===== config.mk =====
export PLATFORM = sky130hd
export DESIGN_NAME = tecd_decoder
export DESIGN_NICKNAME = d
export VERILOG_FILES = /design/src/tecd_decoder.v
export VERILOG_INCLUDE_DIRS = /design/src
export SDC_FILE = /design/constraint.sdc
export NUM_CORES = 1
export LEC_CHECK = 0
export BUFFER_PORTS_ARGS = -buffer_cell sky130_fd_sc_hd__buf_2
export CORE_MARGIN = 4
export CORE_UTILIZATION = 25
export CTS_CLUSTER_SIZE = 20
export DETAILED_ROUTE_END_ITERATION = 7
export PLACE_DENSITY = 0.56
export SLEW_MARGIN = 20
export SYNTH_ARGS = -nofsm -noshare
export SYNTH_HDL_FRONTEND = slang
export SYNTH_SLANG_ARGS = --single-unit

===== constraint.sdc =====
create_clock -name mclk -period 1.64 [get_ports mclk]
set_input_delay 0.246 -clock mclk [delete_from_list [all_inputs] [get_ports mclk]]
set_output_delay 0.246 -clock mclk [all_outputs]
set_load 0.005 [all_outputs]

===== src/tecd_map.vh =====
/*
 * constants of the terminal escape command decoder: command bytes,
 * parameter codes and the register map of its software slave.
 * assumes inclusion by bare name from the design file.
 */
`ifndef TECD_MAP_VH
`define TECD_MAP_VH

// ----------------------------------------------------------------------
// command bytes
// ----------------------------------------------------------------------
`define TECD_ESC            8'h1b
`define TECD_CMD_MENU       8'h57
`define TECD_CMD_CLEAR      8'h26
`define TECD_CMD_SIZE       8'h29
`define TECD_CMD_ENLARGE    8'h2a
`define TECD_CMD_NORMAL     8'h21
`define TECD_CMD_INV_ON     8'h22
`define TECD_CMD_INV_OFF    8'h23
`define TECD_CMD_FLASH_ON   8'h24
`define TECD_CMD_FLASH_OFF  8'h25

// ----------------------------------------------------------------------
// parameter bytes
// ----------------------------------------------------------------------
`define TECD_PARAM_0        8'h30
`define TECD_PARAM_1        8'h31
`define TECD_PARAM_MAX      8'h35

// ----------------------------------------------------------------------
// register map, byte addresses
// ----------------------------------------------------------------------
`define TECD_REG_CTRL       4'h0
`define TECD_REG_RXDATA     4'h4
`define TECD_REG_STATUS     4'h8
`define TECD_REG_SCREEN     4'hc

// ctrl fields
`define TECD_CTRL_SCREEN_NEW  0
`define TECD_CTRL_CLR_DONE    1

// status fields
`define TECD_ST_MENU        0
`define TECD_ST_SIZE        1
`define TECD_ST_INV         2
`define TECD_ST_FLASH       3
`define TECD_ST_ENL_LSB     4
`define TECD_ST_CLR_PEND    8
`define TECD_ST_PARAM_WAIT  9

// reset values and the error response
`define TECD_ENL_NONE       3'h0
`define TECD_RESP_OKAY      2'h0
`define TECD_RESP_SLVERR    2'h2

`endif

===== src/tecd_decoder.v =====
/*
 * terminal escape command decoder: parses host bytes written over
 * axi4-lite and keeps menu permission, size, enlargement and attributes.
 * assumes the serial receiver hands bytes in by writes to rxdata and
 * that the renderer samples the setting outputs with each character.
 */
// Implementation choices: the placing of the registers and the AXI4-Lite register port.
`timescale 1ns/1ns
`include "tecd_map.vh"

// How it works
// menu permission command is escape, 0x57, then one parameter byte.
// parameter 0x30 permits the menu, 0x31 inhibits it.
// menu output shows only while permitted; renderer then offers modes.
// at reset permission is taken from the configuration switch.
// escape then 0x26 requests erasure of all text and graphics.
// after a clear, updates redraw only updated parts: partial flag.
// size command 0x29: 0x30 normal 16x8, 0x31 half 8x8.
// size persists until screen switch or new command; default normal.
// enlargement 0x2a with 0x30..0x35 selects none to 4x4.
// enlargement applies to both character sizes alike.
// enlargement persists until screen switch or new command; none default.
// escape 0x21 clears inverse and flashing.
// escape 0x22 sets inverse, others unchanged.
// escape 0x23 clears inverse only.
// escape 0x24 sets flashing, others unchanged.
// escape 0x25 clears flashing only.
// inverse holds until end-inverse or normal command.
// inverse and flashing together give flashing inverse.
// attributes normal on each new screen, otherwise persist.
// out-of-range parameter bytes are ignored, setting unchanged.
module tecd_decoder
(
    input  wire        mclk,
    input  wire        nrst,
    input  wire        menu_permission_config_switch,
    input  wire [3:0]  s_axi_awaddr,
    input  wire        s_axi_awvalid,
    output wire        s_axi_awready,
    input  wire [31:0] s_axi_wdata,
    input  wire [3:0]  s_axi_wstrb,
    input  wire        s_axi_wvalid,
    output wire        s_axi_wready,
    output reg  [1:0]  s_axi_bresp,
    output reg         s_axi_bvalid,
    input  wire        s_axi_bready,
    input  wire [3:0]  s_axi_araddr,
    input  wire        s_axi_arvalid,
    output wire        s_axi_arready,
    output reg  [31:0] s_axi_rdata,
    output reg  [1:0]  s_axi_rresp,
    output reg         s_axi_rvalid,
    input  wire        s_axi_rready,
    output reg         menu_show,
    output reg         clear_req,
    output reg         partial_redraw,
    output reg         char_half,
    output reg  [2:0]  enlarge_sel,
    output reg         attr_inverse,
    output reg         attr_flash,
    output reg         attr_flash_inverse
);

// ----------------------------------------------------------------------
// parser states
// ----------------------------------------------------------------------
localparam [1:0] ST_IDLE  = 2'h0;
localparam [1:0] ST_ESC   = 2'h1;
localparam [1:0] ST_PARAM = 2'h2;

reg  [1:0]  state_q;
reg  [7:0]  cmd_q;
reg  [3:0]  awaddr_q;
reg  [31:0] wdata_q;
reg  [3:0]  wstrb_q;
reg         aw_have_q;
reg         w_have_q;
reg         sw_sync1_q;
reg         sw_sync2_q;
reg         boot_q;
reg         clr_pend_q;

wire        wr_fire;
wire        byte_vld;
wire [7:0]  rx_byte;
wire        screen_new;
wire        clr_done;
wire        ar_fire;

// lane 0 must be enabled for a byte or control bit to take effect
function wr_hit;
    input [3:0] addr;
    input [3:0] target;
    input [3:0] strb;
    begin
        wr_hit = (addr == target) && strb[0];
    end
endfunction

// only the two write-only registers accept a write
function wr_legal;
    input [3:0] addr;
    begin
        wr_legal = (addr == `TECD_REG_RXDATA) || (addr == `TECD_REG_CTRL);
    end
endfunction

// ----------------------------------------------------------------------
// axi4-lite write channel
// ----------------------------------------------------------------------
// one write at a time: nothing is taken while the response waits
assign s_axi_awready = !aw_have_q && !s_axi_bvalid;
assign s_axi_wready  = !w_have_q && !s_axi_bvalid;
assign wr_fire       = aw_have_q && w_have_q && !s_axi_bvalid;

always @(posedge mclk)
begin
    if (!nrst)
    begin
        aw_have_q    <= 1'b0;
        w_have_q     <= 1'b0;
        awaddr_q     <= 4'h0;
        wdata_q      <= 32'h0000_0000;
        wstrb_q      <= 4'h0;
        s_axi_bvalid <= 1'b0;
        s_axi_bresp  <= `TECD_RESP_OKAY;
    end
    else
    begin
        if (s_axi_awvalid && s_axi_awready)
        begin
            aw_have_q <= 1'b1;
            awaddr_q  <= s_axi_awaddr;
        end
        if (s_axi_wvalid && s_axi_wready)
        begin
            w_have_q <= 1'b1;
            wdata_q  <= s_axi_wdata;
            wstrb_q  <= s_axi_wstrb;
        end
        if (wr_fire)
        begin
            aw_have_q    <= 1'b0;
            w_have_q     <= 1'b0;
            s_axi_bvalid <= 1'b1;
            if (wr_legal(awaddr_q))
                s_axi_bresp <= `TECD_RESP_OKAY;
            else
                s_axi_bresp <= `TECD_RESP_SLVERR;
        end
        else if (s_axi_bvalid && s_axi_bready)
            s_axi_bvalid <= 1'b0;
    end
end

// ----------------------------------------------------------------------
// write decode: byte and control strobes
// ----------------------------------------------------------------------
assign byte_vld = wr_fire && wr_hit(awaddr_q, `TECD_REG_RXDATA, wstrb_q);
assign rx_byte  = wdata_q[7:0];
assign screen_new = wr_fire && wr_hit(awaddr_q, `TECD_REG_CTRL, wstrb_q)
                    && wdata_q[`TECD_CTRL_SCREEN_NEW];
assign clr_done   = wr_fire && wr_hit(awaddr_q, `TECD_REG_CTRL, wstrb_q)
                    && wdata_q[`TECD_CTRL_CLR_DONE];

// ----------------------------------------------------------------------
// configuration switch synchroniser
// ----------------------------------------------------------------------
// no reset here: the pair keeps sampling the strap through reset, so
// the settled switch level is ready at the first edge after release
always @(posedge mclk)
begin
    sw_sync1_q <= menu_permission_config_switch;
    sw_sync2_q <= sw_sync1_q;
end

// ----------------------------------------------------------------------
// escape parser and stored settings
// ----------------------------------------------------------------------
always @(posedge mclk)
begin
    if (!nrst)
    begin
        state_q        <= ST_IDLE;
        cmd_q          <= 8'h00;
        boot_q         <= 1'b1;
        menu_show      <= 1'b0;
        clear_req      <= 1'b0;
        clr_pend_q     <= 1'b0;
        partial_redraw <= 1'b0;
        char_half      <= 1'b0;
        enlarge_sel    <= `TECD_ENL_NONE;
        attr_inverse   <= 1'b0;
        attr_flash     <= 1'b0;
        attr_flash_inverse <= 1'b0;
    end
    else
    begin
        clear_req <= 1'b0;
        // switch setting loaded once synchroniser has settled
        if (boot_q)
        begin
            boot_q    <= 1'b0;
            menu_show <= sw_sync2_q;
        end
        if (clr_done)
            clr_pend_q <= 1'b0;
        if (screen_new)
        begin
            char_half      <= 1'b0;
            enlarge_sel    <= `TECD_ENL_NONE;
            attr_inverse   <= 1'b0;
            attr_flash     <= 1'b0;
            attr_flash_inverse <= 1'b0;
            partial_redraw <= 1'b0;
        end
        else if (byte_vld)
        begin
            case (state_q)
                ST_IDLE:
                begin
                    if (rx_byte == `TECD_ESC)
                        state_q <= ST_ESC;
                end
                ST_ESC:
                begin
                    state_q <= ST_IDLE;
                    cmd_q   <= rx_byte;
                    case (rx_byte)
                        `TECD_CMD_MENU,
                        `TECD_CMD_SIZE,
                        `TECD_CMD_ENLARGE:
                            state_q <= ST_PARAM;
                        `TECD_CMD_CLEAR:
                        begin
                            clear_req      <= 1'b1;
                            clr_pend_q     <= 1'b1;
                            partial_redraw <= 1'b1;
                        end
                        `TECD_CMD_NORMAL:
                        begin
                            attr_inverse <= 1'b0;
                            attr_flash   <= 1'b0;
                            attr_flash_inverse <= 1'b0;
                        end
                        `TECD_CMD_INV_ON:
                        begin
                            attr_inverse       <= 1'b1;
                            attr_flash_inverse <= attr_flash;
                        end
                        `TECD_CMD_INV_OFF:
                        begin
                            attr_inverse       <= 1'b0;
                            attr_flash_inverse <= 1'b0;
                        end
                        `TECD_CMD_FLASH_ON:
                        begin
                            attr_flash         <= 1'b1;
                            attr_flash_inverse <= attr_inverse;
                        end
                        `TECD_CMD_FLASH_OFF:
                        begin
                            attr_flash         <= 1'b0;
                            attr_flash_inverse <= 1'b0;
                        end
                        `TECD_ESC:
                            state_q <= ST_ESC;
                        default:
                            state_q <= ST_IDLE;
                    endcase
                end
                ST_PARAM:
                begin
                    state_q <= ST_IDLE;
                    case (cmd_q)
                        `TECD_CMD_MENU:
                        begin
                            if (rx_byte == `TECD_PARAM_0)
                                menu_show <= 1'b1;
                            else if (rx_byte == `TECD_PARAM_1)
                                menu_show <= 1'b0;
                        end
                        `TECD_CMD_SIZE:
                        begin
                            if (rx_byte == `TECD_PARAM_0)
                                char_half <= 1'b0;
                            else if (rx_byte == `TECD_PARAM_1)
                                char_half <= 1'b1;
                        end
                        `TECD_CMD_ENLARGE:
                        begin
                            // size and enlargement stay independent
                            if ((rx_byte >= `TECD_PARAM_0)
                                && (rx_byte <= `TECD_PARAM_MAX))
                                enlarge_sel <= rx_byte[2:0];
                        end
                        default:
                            state_q <= ST_IDLE;
                    endcase
                end
                default:
                    state_q <= ST_IDLE;
            endcase
        end
    end
end

// ----------------------------------------------------------------------
// axi4-lite read channel
// ----------------------------------------------------------------------
// read data is captured at the address handshake and held until taken
assign s_axi_arready = !s_axi_rvalid;
assign ar_fire       = s_axi_arvalid && s_axi_arready;

always @(posedge mclk)
begin
    if (!nrst)
    begin
        s_axi_rvalid <= 1'b0;
        s_axi_rdata  <= 32'h0000_0000;
        s_axi_rresp  <= `TECD_RESP_OKAY;
    end
    else if (ar_fire)
    begin
        s_axi_rvalid <= 1'b1;
        s_axi_rresp  <= `TECD_RESP_OKAY;
        s_axi_rdata  <= 32'h0000_0000;
        case (s_axi_araddr)
            `TECD_REG_STATUS:
            begin
                s_axi_rdata[`TECD_ST_MENU]   <= menu_show;
                s_axi_rdata[`TECD_ST_SIZE]   <= char_half;
                s_axi_rdata[`TECD_ST_INV]    <= attr_inverse;
                s_axi_rdata[`TECD_ST_FLASH]  <= attr_flash;
                s_axi_rdata[`TECD_ST_ENL_LSB+2:`TECD_ST_ENL_LSB]
                                             <= enlarge_sel;
                s_axi_rdata[`TECD_ST_CLR_PEND]   <= clr_pend_q;
                s_axi_rdata[`TECD_ST_PARAM_WAIT] <= (state_q != ST_IDLE);
            end
            `TECD_REG_SCREEN:
                s_axi_rdata[0] <= partial_redraw;
            `TECD_REG_CTRL,
            `TECD_REG_RXDATA:
                s_axi_rdata <= 32'h0000_0000;
            default:
                s_axi_rresp <= `TECD_RESP_SLVERR;
        endcase
    end
    else if (s_axi_rvalid && s_axi_rready)
        s_axi_rvalid <= 1'b0;
end

endmodule


After elaboration in Yosys (flattened, before gate mapping)
Cells that the tools add are included.
{"block": "word_totals", "elab_cells": 130, "in_bits": 52, "reg_bits": 54}
{"block": "op_classes", "mux": 31, "n_lt_le_gt_ge": 2, "n_bitwise": 4, "eq_ne": 22, "n_reduce_logical": 47}
{"operator": "$eq 8x6->1 const B", "count": 12}
{"operator": "$mux 1", "count": 20}
{"operator": "$reduce_and 3->1", "count": 6}
{"operator": "$eq 8x7->1 const B", "count": 2}
{"operator": "$logic_and 1x1->1", "count": 16}
{"operator": "$reduce_bool 2->1", "count": 6}
{"operator": "$eq 4x3->1 const B", "count": 2}
{"operator": "$eq 4x4->1 const B", "count": 2}
{"operator": "$eq 8x5->1 const B", "count": 1}
{"operator": "$ge 8x6->1 const B", "count": 1}
{"operator": "$le 8x6->1 const B", "count": 1}
{"operator": "$logic_not 4->1", "count": 2}
{"operator": "$mux 2", "count": 4}
{"operator": "$pmux 2 s2", "count": 2}
{"operator": "$reduce_and 4->1", "count": 2}
{"operator": "$reduce_or 2->1", "count": 4}
{"operator": "$reduce_or 4->1", "count": 2}
{"operator": "$mux 6", "count": 1}
{"operator": "$pmux 1 s2", "count": 3}
{"operator": "$reduce_or 3->1", "count": 2}
{"operator": "$logic_not 1->1", "count": 4}
{"operator": "$not 1->1", "count": 4}
{"operator": "$pmux 1 s3", "count": 1}
{"operator": "$reduce_bool 3->1", "count": 1}
{"operator": "other kinds (5)", "count": 5}

Logic depth before layout (Yosys ltp)
{"block": "depth", "depth_word": 9, "depth_mapped": 6, "ltp_nobuf": 4}

Least setup slack after synthesis
OpenSTA, ideal clock, no wires.
{"block": "synth_path", "kind": "reg-to-reg", "start": "register awaddr_q[0]", "end": "register char_half", "path_slack_ps": 62, "n_path_buf": 0, "stages_incl_launch_ff": 5, "t_arrival_ps": 1508, "setup_ps": 70, "required_time_ps": 1570, "path_cell_list": "dfxtp_1 > nor4b_4 > nand4_2 > or4_1 > a21oi_1"}
{"block": "synth_between", "elab_chain_len": 5, "elab_cells_between_ends": 9}
{"element": "from (decl)", "line_no": "tecd_decoder.v:73", "text": "reg [3:0] awaddr_q;"}
{"element": "from (signal assigned)", "line_no": "tecd_decoder.v:133", "text": "awaddr_q <= s_axi_awaddr;"}
{"element": "$logic_not 4->1", "line_no": "tecd_decoder.v:96", "text": "wr_hit = (addr == target) && strb[0];"}
{"element": "$logic_and 1x1->1", "line_no": "tecd_decoder.v:96"}
{"element": "$logic_and 1x1->1 (2 in a row)", "line_no": "tecd_decoder.v:161", "text": "assign screen_new = wr_fire && wr_hit(awaddr_q, `TECD_REG_CTRL, wstrb_q)"}
{"element": "$reduce_or 2->1 (no source line)"}
{"element": "to (signal assigned)", "line_no": "tecd_decoder.v:191", "text": "char_half <= 1'b0;"}
{"element": "to (signal assigned)", "line_no": "tecd_decoder.v:210", "text": "char_half <= 1'b0;"}
{"element": "to (signal assigned)", "line_no": "tecd_decoder.v:286", "text": "char_half <= 1'b0;"}
{"element": "to (decl)", "line_no": "tecd_decoder.v:57", "text": "output reg char_half,"}
Several ways; a longest one is shown, not always the timed one.
A chain may end at the register's enable or synchronous reset.

Final worst setup path
{"block": "layout_path", "start": "register wdata_q[6]", "end": "register state_q[1]"}
{"block": "layout_between", "elab_chain_len": 4, "elab_cells_between_ends": 9}
{"element": "from (decl)", "line_no": "tecd_decoder.v:74", "text": "reg [31:0] wdata_q;"}
{"element": "from (signal assigned)", "line_no": "tecd_decoder.v:138", "text": "wdata_q <= s_axi_wdata;"}
{"element": "$eq 8x7->1 / $eq 8x6->1 (equally long branches)", "line_no": "tecd_decoder.v:229", "text": "case (rx_byte)"}
{"element": "$reduce_or 3->1", "line_no": "tecd_decoder.v:229"}
{"element": "$pmux 2 s2", "line_no": "tecd_decoder.v:229"}
{"element": "$pmux 2 s2", "line_no": "tecd_decoder.v:219", "text": "case (state_q)"}
{"element": "to (signal assigned)", "line_no": "tecd_decoder.v:223", "text": "state_q <= ST_ESC;"}
{"element": "to (signal assigned)", "line_no": "tecd_decoder.v:227", "text": "state_q <= ST_IDLE;"}
{"element": "to (signal assigned)", "line_no": "tecd_decoder.v:233", "text": "state_q <= ST_PARAM;"}
{"element": "to (decl)", "line_no": "tecd_decoder.v:71", "text": "reg [1:0] state_q;"}
Several ways; a longest one is shown, not always the timed one.

==> impl_metrics.json <==
{
  "r2r_setup_slack_ns": 0.04,
  "seqCellArea_mm2": 0.00105,
  "finalCriticalPeriod_ns": 1.60,
  "ant_nets": 0,
  "final_hold_viol_count": 0,
  "drive_above_1_share_pct": 32.9,
  "grt_use_total_pct": 9.94,
  "synthTopCellsByCount": "dfxtp_1 (52), nor2_1 (30), buf_4 (25)",
  "slew_violations": 0,
  "p_per_area_mw_per_mm2": 849,
  "synth_area_leaders": "dfxtp_1 (43%), buf_4 (7.8%), mux2i_1 (5.8%)",
  "fmax_mhz": 625,
  "final_core_utilization_pct": 33.5,
  "outcome": "finished clean",
  "grt_first_pass_wirelength_um": 9230,
  "grt-ovfl-total": 0,
  "die-area_mm2": 0.0113,
  "worstPathRequired_ns": 1.89,
  "syn_area_mm2": 0.00240,
  "synth_top_flop_cell": "dfxtp_1",
  "drtPass1Iterations": 4,
  "critPathLaunch": "wdata_q[6]",
  "yosysWarnings": 0,
  "port_buffers": 50,
  "worst_slack_ns": 0.0391,
  "synth-edff-count": 0,
  "cts_tree": "done",
  "tns_ns": 0,
  "setup_violations": 0,
  "wl_per_cell_um": 12.3,
  "synth.avg_cell_area_um2": 8.97,
  "yosysMostFrequentCell": "dfxtp_1",
  "drtIter0Drc": 46,
  "leakage_nw": 1.32,
  "pre_cts_ws_ns": 0.000380,
  "fin_nets": 395,
  "multi_input_area_mm2": 0.00123,
  "ys_ff_latch": 52,
  "cp_max_fo": 5,
  "core.rowCount": 35,
  "rsz0062_at_grt": "yes",
  "start_kind": "flip-flop",
  "p_total_w": 0.00264,
  "clockRootBuffer": "clkbuf_8",
  "reg2reg_to": "state_q[1]",
  "clkLatencyLatePin_ns": 0.30,
  "syn_inst": 268,
  "cp.arrival_ns": 1.85,
  "dp_hpwl_um": 4510,
  "coreArea_mm2": 0.00928,
  "min_path_type": "primary input to flip-flop",
  "netlist.area_leader.share_pct": 43.3,
  "seq_area_frac_synth_pct": 43.3,
  "gp_congestion": 0.804,
  "irDropWorstVdd_uv": 341,
  "diodes": 0,
  "yosys.area.top_type": "dfxtp_1",
  "cts.sinks": 52,
  "min_period_over_period_pct": 97.6,
  "final_cells": 472,
  "cts_inserted_buffers": 5,
  "die_x_um": 106,
  "ios": 103,
  "initial_core_util_pct": 25.9,
  "skew_ns": 0.00746,
  "critPathCapture": "state_q[1]",
  "clk_path_buf_depth": 2,
  "path_clk_slew_ns": 0.09,
  "area_delta_synth_final_pct": 29.3,
  "synth_cell_types": 47,
  "synth-async-reset-ratio_pct": 0,
  "routed_wl_um": 5790,
  "htree_levels": 2,
  "via_count": 2097,
  "antenna_found_initial": 0,
  "die_h_um": 106,
  "r2r-start": "wdata_q[6]",
  "first_global_vias": 1884,
  "dp_cells": 464,
  "drv_cap": 0,
  "remaining_drc_errors": 0,
  "endpoint_kind": "flip-flop",
  "viasPerCell": 4.44,
  "fillCellCount": 1003,
  "reg2reg_depth": 5,
  "path_class": "flip-flop to flip-flop",
  "grt_max_degree": 22
}
-- metal layers --
layer / GRT usage (%) / vias to the layer above / part of all wire [%]
met5: 0 / - / 0
met4: 1.94 / 0 / 0.80
met3: 2.91 / 7 / 6.1
met2: 15.6 / 58 / 46
met1: 13.6 / 983 / 47
li1: - / 1049 / -
-- critical path, cell delays in order (launching register included) --
cell      delay, ns
dfxtp_2        0.34
buf_4          0.15
nand2b_1       0.13
or4_4          0.50
a211o_1        0.32
a21oi_2        0.11
-- cell usage in the layout, fill, tap and decap left out, drive strengths merged, types with 4 or more instances in the layout --
| master | n |
|---|---|
| dfxtp | 52 |
| a22oi | 7 |
| nand4b | 5 |
| buf | 84 |
| conb | 25 |
| a21oi | 22 |
| nand2 | 23 |
| mux2i | 14 |
| nand4 | 7 |
| and4b | 4 |
| nor4 | 4 |
| clkbuf | 5 |
| nor2 | 30 |
| o31ai | 4 |
| nor3 | 6 |
| inv | 6 |
-- metrics by stage --
stage	hold WS (ns)	cell area [um2]
2_1_floorplan	0.274	2490
3_3_place_gp	0.313	2910
3_5_place_dp	0.315	2910
4_1_cts	0.0368	3050
5_1_grt	0.0325	3110
6_report	0.0437	3110
-- kinds of logic (layout without fill, tap and decap cells) --
kind of cell / count (synthesis) / count (layout) / share of synthesized area (%)
simple gates: 105 / 105 / 25.9
compound gates: 48 / 48 / 12.7
xor+xnor: 1 / 1 / 0.364
buf+inv: 46 / 97 / 11.2
mux: 15 / 15 / 6.30
other cells: 1 / 25 / 0.156
flops: 52 / 52 / 43.3
-- power breakdown --
part / switching, W / leakage [nW] / total, W / internal, W
Clock: 0.000404 / 0.0642 / 0.00100 / 0.000600
Combinational: 0.000155 / 0.828 / 0.000300 / 0.000145
Sequential: 0.0000365 / 0.425 / 0.00134 / 0.00130
-- sequential cells by signal, indices dropped and copies added, names as in the netlist, 2 cells and up --
register / flops
enlarge_sel: 3
awaddr_q: 4
s_axi_rdata: 9
state_q: 2
cmd_q: 8
wdata_q: 8
-- area by class of cell --
class / instances / area share, %
well taps: 129 / 5.19
flip-flops and latches: 52 / 33.6
multi-input cells: 194 / 39.7
clock inverters: 2 / 1.93
clock buffers: 5 / 2.21
inverters: 6 / 0.724
repair buffers: 84 / 16.6
-- how the worst min path moves through the flow --
| stage | slack [ns] | end | cells past startpoint | from |
|---|---|---|---|---|
| 2_1_floorplan | 0.27 | sw_sync1_q | 0 | menu_permission_config_switch |
| 3_3_place_gp | 0.31 | sw_sync2_q | 0 | sw_sync1_q |
| 3_5_place_dp | 0.31 | sw_sync2_q | 0 | sw_sync1_q |
| 4_1_cts | 0.04 | sw_sync1_q | 1 | menu_permission_config_switch |
| 5_1_grt | 0.03 | sw_sync1_q | 1 | menu_permission_config_switch |
| 6_report | 0.04 | sw_sync1_q | 1 | menu_permission_config_switch |
-- what timing repair did --
item                       in CTS  in global routing
cloned                          0                  0
setup buffers                   1                  0
setup endpoints to repair       3                 20
gates resized for setup         2                 16
pin swaps                       3                 11
hold buffers                    0                  0
Power figures use the tool's default switching activity.
